`src/core/pmr_defs.svh`:
```
// Register offsets, field positions, reset values and timing counts of the management bank
`ifndef PMR_DEFS_SVH
`define PMR_DEFS_SVH

// ****************************************************************
// Register addresses
// ****************************************************************
`define PMR_ADDR_CONTROL 5'h00
`define PMR_ADDR_STATUS 5'h01
`define PMR_ADDR_EXT_STATUS 5'h0F
`define PMR_ADDR_LOOPBACK 5'h13
`define PMR_ADDR_MGMT_CTL 5'h15

// ****************************************************************
// Basic control fields
// ****************************************************************
`define PMR_CTL_RESET 15
`define PMR_CTL_LOOPBACK 14
`define PMR_CTL_SPEED_LSB 13
`define PMR_CTL_AN_ENABLE 12
`define PMR_CTL_POWERDOWN 11
`define PMR_CTL_ISOLATE 10
`define PMR_CTL_AN_RESTART 9
`define PMR_CTL_DUPLEX 8
`define PMR_CTL_COLL_TEST 7
`define PMR_CTL_SPEED_MSB 6

// ****************************************************************
// Basic status fields
// ****************************************************************
`define PMR_ST_100_T4 15
`define PMR_ST_100X_FD 14
`define PMR_ST_100X_HD 13
`define PMR_ST_10_FD 12
`define PMR_ST_10_HD 11
`define PMR_ST_100_T2_FD 10
`define PMR_ST_100_T2_HD 9
`define PMR_ST_EXT_STATUS 8
`define PMR_ST_PREAMBLE_SUPP 6
`define PMR_ST_AN_COMPLETE 5
`define PMR_ST_REMOTE_FAULT 4
`define PMR_ST_AN_ABILITY 3
`define PMR_ST_LINK 2
`define PMR_ST_JABBER 1
`define PMR_ST_EXT_CAP 0

// Loopback control: bit 0 selects the kind of loopback that the master enable turns on
`define PMR_LB_ANALOG 0

// ****************************************************************
// Reset values and timing
// ****************************************************************
`define PMR_ZERO_WORD 16'h0000
`define PMR_CLK_PERIOD_NS 100
`define PMR_SOFT_RESET_NS 10000
`define PMR_SOFT_RESET_CYCLES ((`PMR_SOFT_RESET_NS + `PMR_CLK_PERIOD_NS - 1) / `PMR_CLK_PERIOD_NS)

`endif

```
`src/core/pmr_pkg.sv`:
```
// Types shared by the management register bank
package pmr_pkg;

    // Soft reset sequencer states
    typedef enum logic [0:0] {
        PMR_RST_IDLE = 1'b0,
        PMR_RST_BUSY = 1'b1
    } pmr_rst_state_type;

    // Speed encoding, high bit first
    typedef enum logic [1:0] {
        PMR_SPEED_10 = 2'b00,
        PMR_SPEED_100 = 2'b01,
        PMR_SPEED_1000 = 2'b10,
        PMR_SPEED_RSVD = 2'b11
    } pmr_speed_type;

endpackage

```
`src/core/pmr_word_store.sv`:
```
// Word storage for the management registers kept outside the basic pair
`timescale 1ns/1ps

module pmr_word_store #(
    parameter int WIDTH = 16,
    parameter int DEPTH = 32,
    parameter int AW = 5
) (
    input wire logic ref_clk,
    input wire logic reset,
    input wire logic wr_en,
    input wire logic [AW-1:0] wr_addr,
    input wire logic [WIDTH-1:0] wr_data,
    input wire logic [AW-1:0] rd_addr,
    output logic [WIDTH-1:0] rd_data
);

    // Refuse shapes the address cannot cover
    if (DEPTH < 1 || DEPTH > (1 << AW) || WIDTH < 1) begin : g_bad_shape
        $error("pmr_word_store: unsupported WIDTH/DEPTH/AW");
    end

    logic [WIDTH-1:0] word_reg [DEPTH];

    // One writable word per entry, cleared by reset so reads never show unknowns
    genvar gi;
    generate
        for (gi = 0; gi < DEPTH; gi++) begin : g_word
            always_ff @(posedge ref_clk) begin
                if (reset) begin
                    word_reg[gi] <= '0;
                end else if (wr_en && wr_addr == AW'(gi)) begin
                    word_reg[gi] <= wr_data;
                end
            end
        end
    endgenerate

    // Registered read port
    always_ff @(posedge ref_clk) begin
        if (reset) begin
            rd_data <= '0;
        end else begin
            rd_data <= word_reg[rd_addr];
        end
    end

endmodule

```
`src/core/pmr_mgmt_regs.sv`:
```
// Basic control and status management registers with address decode and soft reset
//
// Notes on behaviour
// - Writing control bit 15 starts soft reset; reads one, self-clears when done.
// - Control bit 14 enables loopback; loopback register 19 picks digital or analog.
// - Forced speed {bit6,bit13}: 10 gigabit, 01 hundred, 00 ten, 11 reserved.
// - Forced speed bits steer the link only while autonegotiation is off.
// - Reset loads forced speed bits from the speed strap pins.
// - Control bit 8 full duplex; only when autonegotiation off; loaded from duplex strap.
// - Control bit 12 enables autonegotiation, defaults one; off means manual config.
// - Control bit 10 isolates the device from the MAC-side interface.
// - Writing control bit 9 restarts autonegotiation; clears when restart completes.
// - Control bit 7 enables the collision test.
// - Read-only fields, control bits 5:0 included, ignore writes; 5:0 read zero.
// - Status bits 14:11 loaded at reset from speed and duplex straps.
// - Status bits 15, 10 and 9 always read zero.
// - Status bits 8, 3 and 0 always read one.
// - Status bit 6 reads one; preamble-less management frames accepted.
// - Status bit 5 reads zero until autonegotiation completes.
// - Status bit 4 latches high on remote fault; cleared by status read or reset.
// - Status bit 2 shows link; latches low on failure until status is read.
// - Status bit 1 latches high on jabber.
// - Thirty-two addresses decoded; 11-14, 16-17, 20, 29-31 reserved.
// - Extended register set is every register except 0, 1 and 15.
`timescale 1ns/1ps
`include "pmr_defs.svh"

module pmr_mgmt_regs #(
    parameter int SOFT_RESET_CYCLES = `PMR_SOFT_RESET_CYCLES
) (
    input wire logic ref_clk,
    input wire logic reset,
    input wire logic strap_speed_10,
    input wire logic strap_speed_100,
    input wire logic strap_speed_1000,
    input wire logic strap_duplex,
    input wire logic [4:0] mgmt_addr,
    input wire logic mgmt_wr_en,
    input wire logic [15:0] mgmt_wr_data,
    input wire logic mgmt_rd_en,
    output logic [15:0] mgmt_rd_data,
    output logic mgmt_rd_valid,
    input wire logic an_complete,
    input wire logic an_restart_done,
    input wire logic [1:0] an_speed,
    input wire logic an_full_duplex,
    input wire logic link_up,
    input wire logic remote_fault,
    input wire logic jabber,
    output logic soft_reset_active,
    output logic loopback_en,
    output logic loopback_analog,
    output logic an_enable,
    output logic [1:0] link_speed,
    output logic link_full_duplex,
    output logic isolate_en,
    output logic powerdown_en,
    output logic an_restart_req,
    output logic collision_test_en
);

    // Refuse a zero-length sequence or one the 16-bit counter cannot reach
    if (SOFT_RESET_CYCLES < 1 || SOFT_RESET_CYCLES > 65535) begin : g_bad_len
        $error("pmr_mgmt_regs: SOFT_RESET_CYCLES out of range");
    end

    // ****************************************************************
    // Decode
    // ****************************************************************

    // Reserved holes of the 32-entry map
    function automatic logic addr_reserved(input logic [4:0] a);
        addr_reserved = (a >= 5'h0B && a <= 5'h0E) || a == 5'h10 || a == 5'h11
            || a == 5'h14 || a >= 5'h1D;
    endfunction

    pmr_pkg::pmr_rst_state_type rst_state_reg;
    logic [15:0] rst_count_reg;
    logic [15:0] ctl_reg;
    logic [3:0] ability_reg;
    logic lb_analog_reg;
    logic fault_latch_reg;
    logic jabber_latch_reg;
    logic link_latch_reg;
    logic [15:0] hold_reg;
    logic [4:0] rd_addr_reg;
    logic [4:0] rd_addr2_reg;
    logic rd_pend_reg;
    logic rd_valid_reg;
    logic [15:0] rd_data_reg;
    logic [15:0] mem_q;
    logic [15:0] status_word;
    logic [15:0] ctl_default;
    logic wr_ok;
    logic wr_ctl;
    logic wr_lb;
    logic wr_mem;
    logic rd_status;
    logic seq_done;
    logic rst_busy;

    assign rst_busy = rst_state_reg == pmr_pkg::PMR_RST_BUSY;
    // Writes are ignored while the soft reset runs; its end reloads everything anyway
    assign wr_ok = mgmt_wr_en && !rst_busy;
    assign wr_ctl = wr_ok && mgmt_addr == `PMR_ADDR_CONTROL;
    assign wr_lb = wr_ok && mgmt_addr == `PMR_ADDR_LOOPBACK;
    // Status is read-only; reserved holes drop the write
    assign wr_mem = wr_ok && !addr_reserved(mgmt_addr) && mgmt_addr != `PMR_ADDR_STATUS
        && mgmt_addr != `PMR_ADDR_CONTROL && mgmt_addr != `PMR_ADDR_LOOPBACK;
    assign rd_status = mgmt_rd_en && mgmt_addr == `PMR_ADDR_STATUS;
    assign seq_done = rst_busy && rst_count_reg == 16'(SOFT_RESET_CYCLES - 1);

    // ****************************************************************
    // Strap-derived defaults
    // ****************************************************************

    // Control default with speed and duplex taken from the pins
    always_comb begin
        ctl_default = `PMR_ZERO_WORD;
        ctl_default[`PMR_CTL_AN_ENABLE] = 1'b1;
        ctl_default[`PMR_CTL_SPEED_MSB] = strap_speed_1000;
        ctl_default[`PMR_CTL_SPEED_LSB] = strap_speed_100 && !strap_speed_1000;
        ctl_default[`PMR_CTL_DUPLEX] = strap_duplex;
    end

    // Ability bits caught from the straps at each reset
    always_ff @(posedge ref_clk) begin
        if (reset || seq_done) begin
            ability_reg <= {strap_speed_100 && strap_duplex, strap_speed_100,
                            strap_speed_10 && strap_duplex, strap_speed_10};
        end
    end

    // ****************************************************************
    // Soft reset sequencer
    // ****************************************************************

    // Counts the sequence length, then returns to idle
    always_ff @(posedge ref_clk) begin
        if (reset) begin
            rst_state_reg <= pmr_pkg::PMR_RST_IDLE;
            rst_count_reg <= 16'h0000;
        end else begin
            case (rst_state_reg)
                pmr_pkg::PMR_RST_IDLE: begin
                    rst_count_reg <= 16'h0000;
                    if (wr_ctl && mgmt_wr_data[`PMR_CTL_RESET]) begin
                        rst_state_reg <= pmr_pkg::PMR_RST_BUSY;
                    end
                end
                pmr_pkg::PMR_RST_BUSY: begin
                    if (seq_done) begin
                        rst_state_reg <= pmr_pkg::PMR_RST_IDLE;
                    end else begin
                        rst_count_reg <= rst_count_reg + 16'h0001;
                    end
                end
                default: begin
                    rst_state_reg <= pmr_pkg::PMR_RST_IDLE;
                end
            endcase
        end
    end

    // ****************************************************************
    // Control register
    // ****************************************************************

    // Writable fields; bit 15 and 9 self-clear, 5:0 never stored
    always_ff @(posedge ref_clk) begin
        if (reset || seq_done) begin
            ctl_reg <= ctl_default;
        end else begin
            if (wr_ctl) begin
                ctl_reg[15:6] <= mgmt_wr_data[15:6];
                ctl_reg[5:0] <= 6'h00;
            end
            if (rst_busy) begin
                ctl_reg[`PMR_CTL_RESET] <= 1'b1;
            end
            // A restart request written in the completing cycle is kept
            if (an_restart_done && !(wr_ctl && mgmt_wr_data[`PMR_CTL_AN_RESTART])) begin
                ctl_reg[`PMR_CTL_AN_RESTART] <= 1'b0;
            end
        end
    end

    // Loopback kind select
    always_ff @(posedge ref_clk) begin
        if (reset || seq_done) begin
            lb_analog_reg <= 1'b0;
        end else if (wr_lb) begin
            lb_analog_reg <= mgmt_wr_data[`PMR_LB_ANALOG];
        end
    end

    // ****************************************************************
    // Latching status bits
    // ****************************************************************

    // Remote fault latches high; a new fault beats the read clear
    always_ff @(posedge ref_clk) begin
        if (reset || seq_done) begin
            fault_latch_reg <= 1'b0;
        end else if (remote_fault) begin
            fault_latch_reg <= 1'b1;
        end else if (rd_status) begin
            fault_latch_reg <= 1'b0;
        end
    end

    // Jabber latches high, clears on read only once the condition is gone
    always_ff @(posedge ref_clk) begin
        if (reset || seq_done) begin
            jabber_latch_reg <= 1'b0;
        end else if (jabber) begin
            jabber_latch_reg <= 1'b1;
        end else if (rd_status) begin
            jabber_latch_reg <= 1'b0;
        end
    end

    // Link latches low; a status read re-arms it from the live link
    always_ff @(posedge ref_clk) begin
        if (reset || seq_done) begin
            link_latch_reg <= 1'b0;
        end else if (!link_up) begin
            link_latch_reg <= 1'b0;
        end else if (rd_status) begin
            link_latch_reg <= 1'b1;
        end
    end

    // Status word as software sees it
    always_comb begin
        status_word = `PMR_ZERO_WORD;
        status_word[`PMR_ST_100_T4] = 1'b0;
        status_word[`PMR_ST_100_T2_FD] = 1'b0;
        status_word[`PMR_ST_100_T2_HD] = 1'b0;
        status_word[14:11] = ability_reg;
        status_word[`PMR_ST_EXT_STATUS] = 1'b1;
        status_word[`PMR_ST_PREAMBLE_SUPP] = 1'b1;
        status_word[`PMR_ST_AN_COMPLETE] = an_complete;
        status_word[`PMR_ST_REMOTE_FAULT] = fault_latch_reg;
        status_word[`PMR_ST_AN_ABILITY] = 1'b1;
        status_word[`PMR_ST_LINK] = link_latch_reg;
        status_word[`PMR_ST_JABBER] = jabber_latch_reg;
        status_word[`PMR_ST_EXT_CAP] = 1'b1;
    end

    // ****************************************************************
    // Read path
    // ****************************************************************

    // Other registers live in plain storage, cleared by either kind of reset
    pmr_word_store #(
        .WIDTH(16),
        .DEPTH(32),
        .AW(5)
    ) u_store (
        .ref_clk(ref_clk),
        .reset(reset || seq_done),
        .wr_en(wr_mem),
        .wr_addr(mgmt_addr),
        .wr_data(mgmt_wr_data),
        .rd_addr(mgmt_addr),
        .rd_data(mem_q)
    );

    // Stage one: capture local value at the taking edge, before latches clear
    always_ff @(posedge ref_clk) begin
        if (reset) begin
            hold_reg <= `PMR_ZERO_WORD;
            rd_addr_reg <= 5'h00;
            rd_pend_reg <= 1'b0;
        end else begin
            rd_pend_reg <= mgmt_rd_en;
            rd_addr_reg <= mgmt_addr;
            if (addr_reserved(mgmt_addr)) begin
                hold_reg <= `PMR_ZERO_WORD;
            end else if (mgmt_addr == `PMR_ADDR_CONTROL) begin
                hold_reg <= ctl_reg;
            end else if (mgmt_addr == `PMR_ADDR_STATUS) begin
                hold_reg <= status_word;
            end else begin
                hold_reg <= {15'h0000, lb_analog_reg};
            end
        end
    end

    // Stage two: pick storage or local word; two cycles trade latency for flop outputs
    always_ff @(posedge ref_clk) begin
        if (reset) begin
            rd_data_reg <= `PMR_ZERO_WORD;
            rd_valid_reg <= 1'b0;
            rd_addr2_reg <= 5'h00;
        end else begin
            rd_valid_reg <= rd_pend_reg;
            rd_addr2_reg <= rd_addr_reg;
            if (rd_pend_reg) begin
                if (addr_reserved(rd_addr_reg) || rd_addr_reg == `PMR_ADDR_CONTROL
                    || rd_addr_reg == `PMR_ADDR_STATUS || rd_addr_reg == `PMR_ADDR_LOOPBACK) begin
                    rd_data_reg <= hold_reg;
                end else begin
                    rd_data_reg <= mem_q;
                end
            end
        end
    end

    assign mgmt_rd_data = rd_data_reg;
    assign mgmt_rd_valid = rd_valid_reg;

    // ****************************************************************
    // Outputs to the datapath
    // ****************************************************************

    // Forced settings only count with autonegotiation off
    assign an_enable = ctl_reg[`PMR_CTL_AN_ENABLE];
    assign link_speed = an_enable ? an_speed
        : {ctl_reg[`PMR_CTL_SPEED_MSB], ctl_reg[`PMR_CTL_SPEED_LSB]};
    assign link_full_duplex = an_enable ? an_full_duplex : ctl_reg[`PMR_CTL_DUPLEX];
    assign soft_reset_active = rst_busy;
    assign loopback_en = ctl_reg[`PMR_CTL_LOOPBACK];
    assign loopback_analog = lb_analog_reg;
    assign isolate_en = ctl_reg[`PMR_CTL_ISOLATE];
    assign powerdown_en = ctl_reg[`PMR_CTL_POWERDOWN];
    assign an_restart_req = ctl_reg[`PMR_CTL_AN_RESTART];
    assign collision_test_en = ctl_reg[`PMR_CTL_COLL_TEST];

    // ****************************************************************
    // Checks
    // ****************************************************************

    // Busy length as seen from outside, counted apart from the sequencer's own counter
    logic [15:0] busy_len_reg;
    always_ff @(posedge ref_clk) begin
        if (reset || !soft_reset_active) begin
            busy_len_reg <= 16'h0000;
        end else begin
            busy_len_reg <= busy_len_reg + 16'h0001;
        end
    end

    chk_reset_holds: assert property (@(posedge ref_clk) disable iff (reset)
        $fell(soft_reset_active) |-> busy_len_reg == 16'(SOFT_RESET_CYCLES))
        else $error("soft reset length wrong");

    chk_reset_ends: assert property (@(posedge ref_clk) disable iff (reset)
        $rose(soft_reset_active) |-> ##[1:200] !soft_reset_active ##1 !ctl_reg[15])
        else $error("soft reset bit did not self-clear");

    chk_forced_speed: assert property (@(posedge ref_clk) disable iff (reset)
        !an_enable |-> link_speed == {ctl_reg[6], ctl_reg[13]} && link_full_duplex == ctl_reg[8])
        else $error("forced speed or duplex not applied");

    chk_an_speed: assert property (@(posedge ref_clk) disable iff (reset)
        an_enable |-> link_speed == an_speed)
        else $error("forced speed leaked under autonegotiation");

    chk_restart_clear: assert property (@(posedge ref_clk) disable iff (reset)
        (an_restart_req && an_restart_done && !wr_ctl && !rst_busy) |=> !an_restart_req)
        else $error("restart bit did not self-clear");

    chk_ctl_low_zero: assert property (@(posedge ref_clk) disable iff (reset)
        mgmt_rd_valid && rd_addr2_reg == 5'h00 |-> mgmt_rd_data[5:0] == 6'h00)
        else $error("control low bits not zero");

    chk_status_fixed: assert property (@(posedge ref_clk) disable iff (reset)
        mgmt_rd_valid && rd_addr2_reg == 5'h01 |-> mgmt_rd_data[15] == 1'b0
        && mgmt_rd_data[10:9] == 2'b00 && mgmt_rd_data[8] && mgmt_rd_data[6]
        && mgmt_rd_data[3] && mgmt_rd_data[0])
        else $error("fixed status bits wrong");

    chk_fault_latch: assert property (@(posedge ref_clk) disable iff (reset || rst_busy)
        remote_fault |=> fault_latch_reg ##1 (fault_latch_reg || $past(rd_status)))
        else $error("remote fault not latched");

    chk_link_low: assert property (@(posedge ref_clk) disable iff (reset)
        !link_up && !seq_done |=> !link_latch_reg)
        else $error("link failure not latched low");

    chk_reserved_zero: assert property (@(posedge ref_clk) disable iff (reset)
        mgmt_rd_valid && addr_reserved(rd_addr2_reg) |-> mgmt_rd_data == 16'h0000)
        else $error("reserved address read nonzero");

endmodule

```
`config.mk`:
```
export PLATFORM = sky130hd
export DESIGN_NAME = pmr_mgmt_regs
export DESIGN_NICKNAME = d
export VERILOG_FILES = /design/src/core/pmr_pkg.sv /design/src/core/pmr_word_store.sv /design/src/core/pmr_mgmt_regs.sv
export VERILOG_INCLUDE_DIRS = /design/src /design/src/core
export SDC_FILE = /design/constraint.sdc
export NUM_CORES = 1
export LEC_CHECK = 0
export ABC_AREA = 1
export ABC_CLOCK_PERIOD_IN_PS = 2370
export BUFFER_PORTS_ARGS = -buffer_cell sky130_fd_sc_hd__buf_2
export CAP_MARGIN = 30
export CORE_MARGIN = 1.5
export CORE_UTILIZATION = 55
export CTS_BUF_LIST = sky130_fd_sc_hd__clkbuf_8
export DETAILED_ROUTE_END_ITERATION = 8
export PLACE_DENSITY_LB_ADDON = 0.25
export SYNTH_ARGS = -nofsm -noshare
export SYNTH_HDL_FRONTEND = slang
export SYNTH_SLANG_ARGS = --single-unit
```
`constraint.sdc`:
```
create_clock -name ref_clk -period 2.37 [get_ports ref_clk]
set_input_delay 0.3555 -clock ref_clk [delete_from_list [all_inputs] [get_ports ref_clk]]
set_output_delay 0.3555 -clock ref_clk [all_outputs]
set_load 0.02 [all_outputs]
```
Word level (Yosys, flattened, before mapping)
Memory sizes are Yosys's and may differ from the RTL's. A register that Yosys moved wholly into a read port is not among the register bits.
Cells that the tools add are included.
{ "totals": {"ram_bits": 512, "latch_bits": 0, "word_cells": 325, "ff_bits": 74, "inputBits": 37, "rom_bits": 0, "mem_count": 1} }
{ "op_classes": {"n_addsub": 1, "div_mod_pow": 0, "mux": 147, "n_reduce_logical": 77, "n_lt_le_gt_ge": 6, "multipliers": 0, "bitwise": 35, "shift": 0, "n_eq_ne": 40} }
{ "mem_list": {"columns": ["name", "depth", "width", "rd", "rd_ports_with_merged_regs", "write_ports", "line_no", "source"], "rows": [
  ["u_store.word_reg", 32, 16, 1, 1, 32, "pmr_word_store.sv:23", "logic [WIDTH-1:0] word_reg [DEPTH];"]
]} }
{ "ops": {"columns": ["op", "count"], "rows": [
  ["$mux 16", 36],
  ["$mux 1", 106],
  ["$eq 5x5->1 const B", 20],
  ["$logic_and 1x1->1", 49],
  ["$eq 5x4->1 const B", 8],
  ["$or 1x1->1", 32],
  ["$pmux 16 s2", 1],
  ["$eq 5x3->1 const B", 4],
  ["$add 16x1->16 const B", 1],
  ["$eq 16x7->1 const B", 1],
  ["$mux 15", 1],
  ["$mux 14", 1],
  ["$logic_or 1x1->1", 12],
  ["$eq 5x1->1 const B", 2],
  ["$eq 5x2->1 const B", 2],
  ["$ge 5x4->1 const B", 2],
  ["$ge 5x5->1 const B", 2],
  ["$le 5x4->1 const B", 2],
  ["$logic_not 5->1", 2],
  ["$reduce_bool 2->1", 4],
  ["$reduce_or 2->1", 3],
  ["$ne 5x1->1 const B", 1],
  ["$ne 5x5->1 const B", 1],
  ["$reduce_bool 5->1", 1],
  ["7 further kinds", 12]
]} }

Logic depth before layout (Yosys ltp)
{ "depth": {"ltp_word": 16, "ltp_mapped": 13, "ltp_nobuf": 10} }

Modules after synthesis
From an unflattened synthesis, not the netlist that was laid out.
{ "unflattened": {"hier_cells": 2942, "hier_area_um2": 27483.9} }
{ "by_module_without_submodules": {"columns": ["module", "n_inst", "cells_each", "area_per_inst_um2"], "rows": [
  ["pmr_word_store", 1, 2495, 24178.2],
  ["pmr_mgmt_regs", 1, 447, 3305.7]
]} }

Worst setup path before layout
Ideal clock, no wire load.
{ "synth_path": {"path_type": "input-to-reg", "from": "input port mgmt_addr[0]", "to": "memory u_store.word_reg[10][0] (enable)", "setup_slack_ps": -39, "setup_ps": 372, "stages": 10, "n_path_buf": 3, "required_ps": 1998, "t_arrival_ps": 2037, "cell_sequence": "buf_2 -> nand2_2 -> inv_2 -> nand3_1 -> nand2_1 -> nor2_8 -> buf_8 -> nand4_4 -> buf_4 -> nand2_1"} }
{ "synth_rtl": {"columns": ["item", "line_no", "source"], "rows": [
  ["from (decl)", "pmr_mgmt_regs.sv:37", "input wire logic [4:0] mgmt_addr,"],
  ["to (decl)", "pmr_word_store.sv:23", null]
]} }

==> metrics.txt <==
# TYPE chip_impl_metric gauge
chip_impl_info{name="run_status",value="complete, no violations"} 1
chip_impl_metric{name="pin_count_of_the_biggest_net_entering_global_routing",unit=""} 71
chip_impl_info{name="synthDominantAreaCellType",value="sky130_fd_sc_hd__edfxtp_1"} 1
chip_impl_metric{name="power.density",unit="nW/µm²"} 711
chip_impl_metric{name="layout-drive-gt1-share",unit="%"} 14.7
chip_impl_metric{name="global_route_wire_length_before_repair",unit="mm"} 112
chip_impl_metric{name="finalWeightedCongestion",unit=""} 0.953
chip_impl_metric{name="grt_util_all_layers",unit="%"} 29.7
chip_impl_metric{name="gr-total-overflow",unit=""} 0
chip_impl_metric{name="clk_transition_reported_paths",unit="ns"} 0.06
chip_impl_metric{name="chipWidth",unit="µm"} 224
chip_impl_metric{name="initial_utilization",unit="%"} 55.9
chip_impl_metric{name="detailedRoute.firstIterationViolations",unit=""} 2068
chip_impl_metric{name="placed_cell_area",unit="µm²"} 29600
chip_impl_metric{name="area_delta_synth_final",unit="%"} 17.9
chip_impl_metric{name="cts_max_level",unit=""} 3
chip_impl_info{name="timing.critical_path.to_type",value="flip-flop"} 1
chip_impl_metric{name="max-cap-violations",unit=""} 0
chip_impl_info{name="clockRootBuffer",value="sky130_fd_sc_hd__clkbuf_8"} 1
chip_impl_metric{name="wirelength",unit="mm"} 74.2
chip_impl_metric{name="fin_worst_skew",unit="ns"} 0.0277
chip_impl_metric{name="worst_ir_drop_vdd",unit="µV"} 501
chip_impl_metric{name="timing.slew.headroom",unit="%"} 33.0
chip_impl_metric{name="period_share",unit="%"} 93.5
chip_impl_metric{name="layout.cell_area.non_filler",unit="µm²"} 31500
chip_impl_metric{name="placement.io_buffers",unit=""} 64
chip_impl_metric{name="syn-instance-count",unit=""} 2677
chip_impl_metric{name="max_freq",unit="MHz"} 452
chip_impl_metric{name="place.detailed.hpwl",unit="mm"} 48.9
chip_impl_info{name="worst-setup-path-type",value="flip-flop to flip-flop"} 1
chip_impl_metric{name="floorplan.die.height",unit="µm"} 224
chip_impl_metric{name="coreArea",unit="µm²"} 47800
chip_impl_metric{name="static-leakage-power",unit="nW"} 13.0
chip_impl_metric{name="clock_sinks",unit=""} 602
chip_impl_metric{name="timing.final.hold_violations",unit=""} 0
chip_impl_metric{name="layout.area.seq",unit="µm²"} 17200
chip_impl_metric{name="worst_slew_pin_slew",unit="ns"} 0.999
chip_impl_metric{name="design_power_total",unit="mW"} 22.4
chip_impl_metric{name="ys_seq_area_share",unit="%"} 64.4
chip_impl_info{name="hold_class",value="primary input to flip-flop"} 1
chip_impl_metric{name="synth.avg_cell_area",unit="µm²"} 10.0
chip_impl_metric{name="grt_pass1_vias",unit=""} 19800
chip_impl_metric{name="timing.critical_path.arrival",unit="ns"} 2.62
chip_impl_metric{name="antenna_violating_nets_post_route",unit=""} 0
chip_impl_metric{name="largest_reg_flops",unit=""} 512
chip_impl_metric{name="dr_total_vias",unit=""} 20600
chip_impl_info{name="tritoncts",value="done"} 1
chip_impl_metric{name="clock_tree.buffer_depth",unit=""} 3
chip_impl_metric{name="nNetsFinal",unit=""} 3070
chip_impl_info{name="yosys-top-cells-area",value="sky130_fd_sc_hd__edfxtp_1 58%, sky130_fd_sc_hd__nand2_1 15%, sky130_fd_sc_hd__dfxtp_1 6.2%"} 1
chip_impl_metric{name="yosys_warns",unit=""} 0
chip_impl_metric{name="netlist_area",unit="µm²"} 26800
chip_impl_info{name="rsz0062_at_grt",value="no"} 1
chip_impl_metric{name="io_pins",unit=""} 65
chip_impl_metric{name="fin_tns_setup",unit="ns"} 0
chip_impl_metric{name="hold_ws",unit="ns"} 0.0530
chip_impl_metric{name="drt-vias-per-instance",unit=""} 5.53
chip_impl_metric{name="fillerInstances",unit=""} 3682
chip_impl_metric{name="yosys.area.top_type_share",unit="%"} 58.2
chip_impl_metric{name="crit_required",unit="ns"} 2.78
chip_impl_metric{name="finalSetupViolations",unit=""} 0
chip_impl_metric{name="dr.pass1.iters",unit=""} 6
chip_impl_metric{name="cts_buffers",unit=""} 95
chip_impl_metric{name="final_critical_path_setup_slack",unit="ns"} 0.155
chip_impl_metric{name="post_synth_num_cell_types",unit=""} 32
chip_impl_metric{name="finalMaxSlewViolations",unit=""} 0
chip_impl_metric{name="post-place-ws",unit="ns"} -0.0304
chip_impl_metric{name="grt_antenna_before_repair",unit=""} 3
chip_impl_metric{name="multi_input_combinational_cell_area",unit="µm²"} 9260
chip_impl_metric{name="synth_seq_cells",unit=""} 602
chip_impl_metric{name="post-route-min-period",unit="ns"} 2.21
chip_impl_metric{name="clock_latency",unit="ns"} 0.71
chip_impl_metric{name="post-route-drc-count",unit=""} 0
chip_impl_info{name="critical_path.startpoint_type",value="flip-flop"} 1
chip_impl_metric{name="floorplan_die_area",unit="µm²"} 50000
chip_impl_metric{name="placementRows",unit=""} 80
chip_impl_metric{name="wl_per_cell",unit="µm"} 19.9
chip_impl_metric{name="worstPathMaxFanout",unit=""} 70
-- through the flow --
stage	std cells	utilization, %
floorplan	2884	-
global placement	3532	61.8
detailed placement	3535	61.9
CTS	3727	65.9
global route	3729	65.9
finish	3730	65.9
-- report_power, final --
part / internal (mW) / leakage [nW] / switching, mW
combinational: 0.611 / 6.01 / 1.50
clock: 4.16 / 1.04 / 4.04
sequential: 12.0 / 5.91 / 0.140
total: 16.7 / 13.0 / 5.68
-- cell usage in the layout, fill, tap and decap left out, types with 5 or more instances in the layout --
cell type,count
sky130_fd_sc_hd__nor3_2,90
sky130_fd_sc_hd__nor2_2,5
sky130_fd_sc_hd__nor2_1,115
sky130_fd_sc_hd__buf_2,63
sky130_fd_sc_hd__conb_1,208
sky130_fd_sc_hd__nand4_2,9
sky130_fd_sc_hd__nand2_1,1083
sky130_fd_sc_hd__inv_1,96
sky130_fd_sc_hd__a21oi_1,41
sky130_fd_sc_hd__o21ai_0,53
sky130_fd_sc_hd__o21bai_1,17
sky130_fd_sc_hd__nand4_1,36
sky130_fd_sc_hd__clkbuf_8,98
sky130_fd_sc_hd__dfxtp_1,83
sky130_fd_sc_hd__dlygate4sd3_1,15
sky130_fd_sc_hd__edfxtp_1,519
sky130_fd_sc_hd__clkinv_2,7
sky130_fd_sc_hd__nand4_4,10
sky130_fd_sc_hd__buf_4,112
sky130_fd_sc_hd__a21boi_0,16
sky130_fd_sc_hd__nor3_1,231
sky130_fd_sc_hd__buf_12,41
sky130_fd_sc_hd__clkinv_1,35
sky130_fd_sc_hd__nand3_1,98
-- metal layers --
layer,part of all wire (%),global-route usage (%),vias up,routed length (µm)
li1,-,-,9602,-
met1,38,38.7,9756,28400
met2,47,48.0,1051,35200
met3,9.6,5.89,213,7140
met4,4.7,14.7,0,3480
met5,0,0,-,0
-- Yosys cell counts, drive strengths merged --
cell,count
edfxtp,519
a32o,3
a211oi,2
a21oi,42
buf,69
nor3,321
clkbuf,117
nor2,122
ha,1
or2,1
clkinv,14
o211ai,1
dfxtp,83
conb,1
nand3,98
o21bai,17
nand4,55
inv,56
o21ai,54
a21boi,16
nand2,1085
-- repair_timing --
item	in CTS	in global routing
gates resized for setup	0	3
endpoints found under the setup margin	0	19
endpoints found under the hold margin	16	0
hold buffers	15	0
buffers inserted	0	0
-- worst paths after layout --
check                                      start                      end  slack, ns  depth (start not counted)
worst max-delay path            rst_count_reg[0]  u_store.word_reg[24][2]       0.16                          8
worst min-delay path            strap_speed_1000               ctl_reg[6]       0.05                          3
worst min register to register       ctl_reg[15]             hold_reg[15]       0.42                          2
worst max register to register  rst_count_reg[0]  u_store.word_reg[24][2]       0.16                          8
-- area by class of cell --
class,count,share of cell area (%)
clock inverter,79,1.27
tap,615,2.44
inverter,70,0.841
clock buffer,98,4.28
timing repair buffer,237,7.12
sequential,602,54.7
antenna,3,0.0238
multi-input combinational,2026,29.4
-- kinds of logic (layout without fill, tap and decap cells) --
group / Yosys count / count (layout) / synth area share [%]
and+or+nand+nor: 1682 / 1682 / 28.6
adders and majority gates: 1 / 1 / 0.0467
other: 1 / 211 / 0.0140
DFF: 602 / 602 / 64.4
AOI/OAI and AO/OA: 135 / 135 / 2.92
buffers and inverters: 256 / 484 / 3.96
-- critical path, cell delays in order (launching register included) --
cell	delay, ns
sky130_fd_sc_hd__dfxtp_1	0.36
sky130_fd_sc_hd__ha_1	0.21
sky130_fd_sc_hd__nand2_1	0.07
sky130_fd_sc_hd__nor2_1	0.19
sky130_fd_sc_hd__nand3_1	0.19
sky130_fd_sc_hd__nand2_4	0.16
sky130_fd_sc_hd__buf_16	0.30
sky130_fd_sc_hd__buf_12	0.27
sky130_fd_sc_hd__nor3_1	0.08
Note: power is estimated with default switching activity, not from simulation.
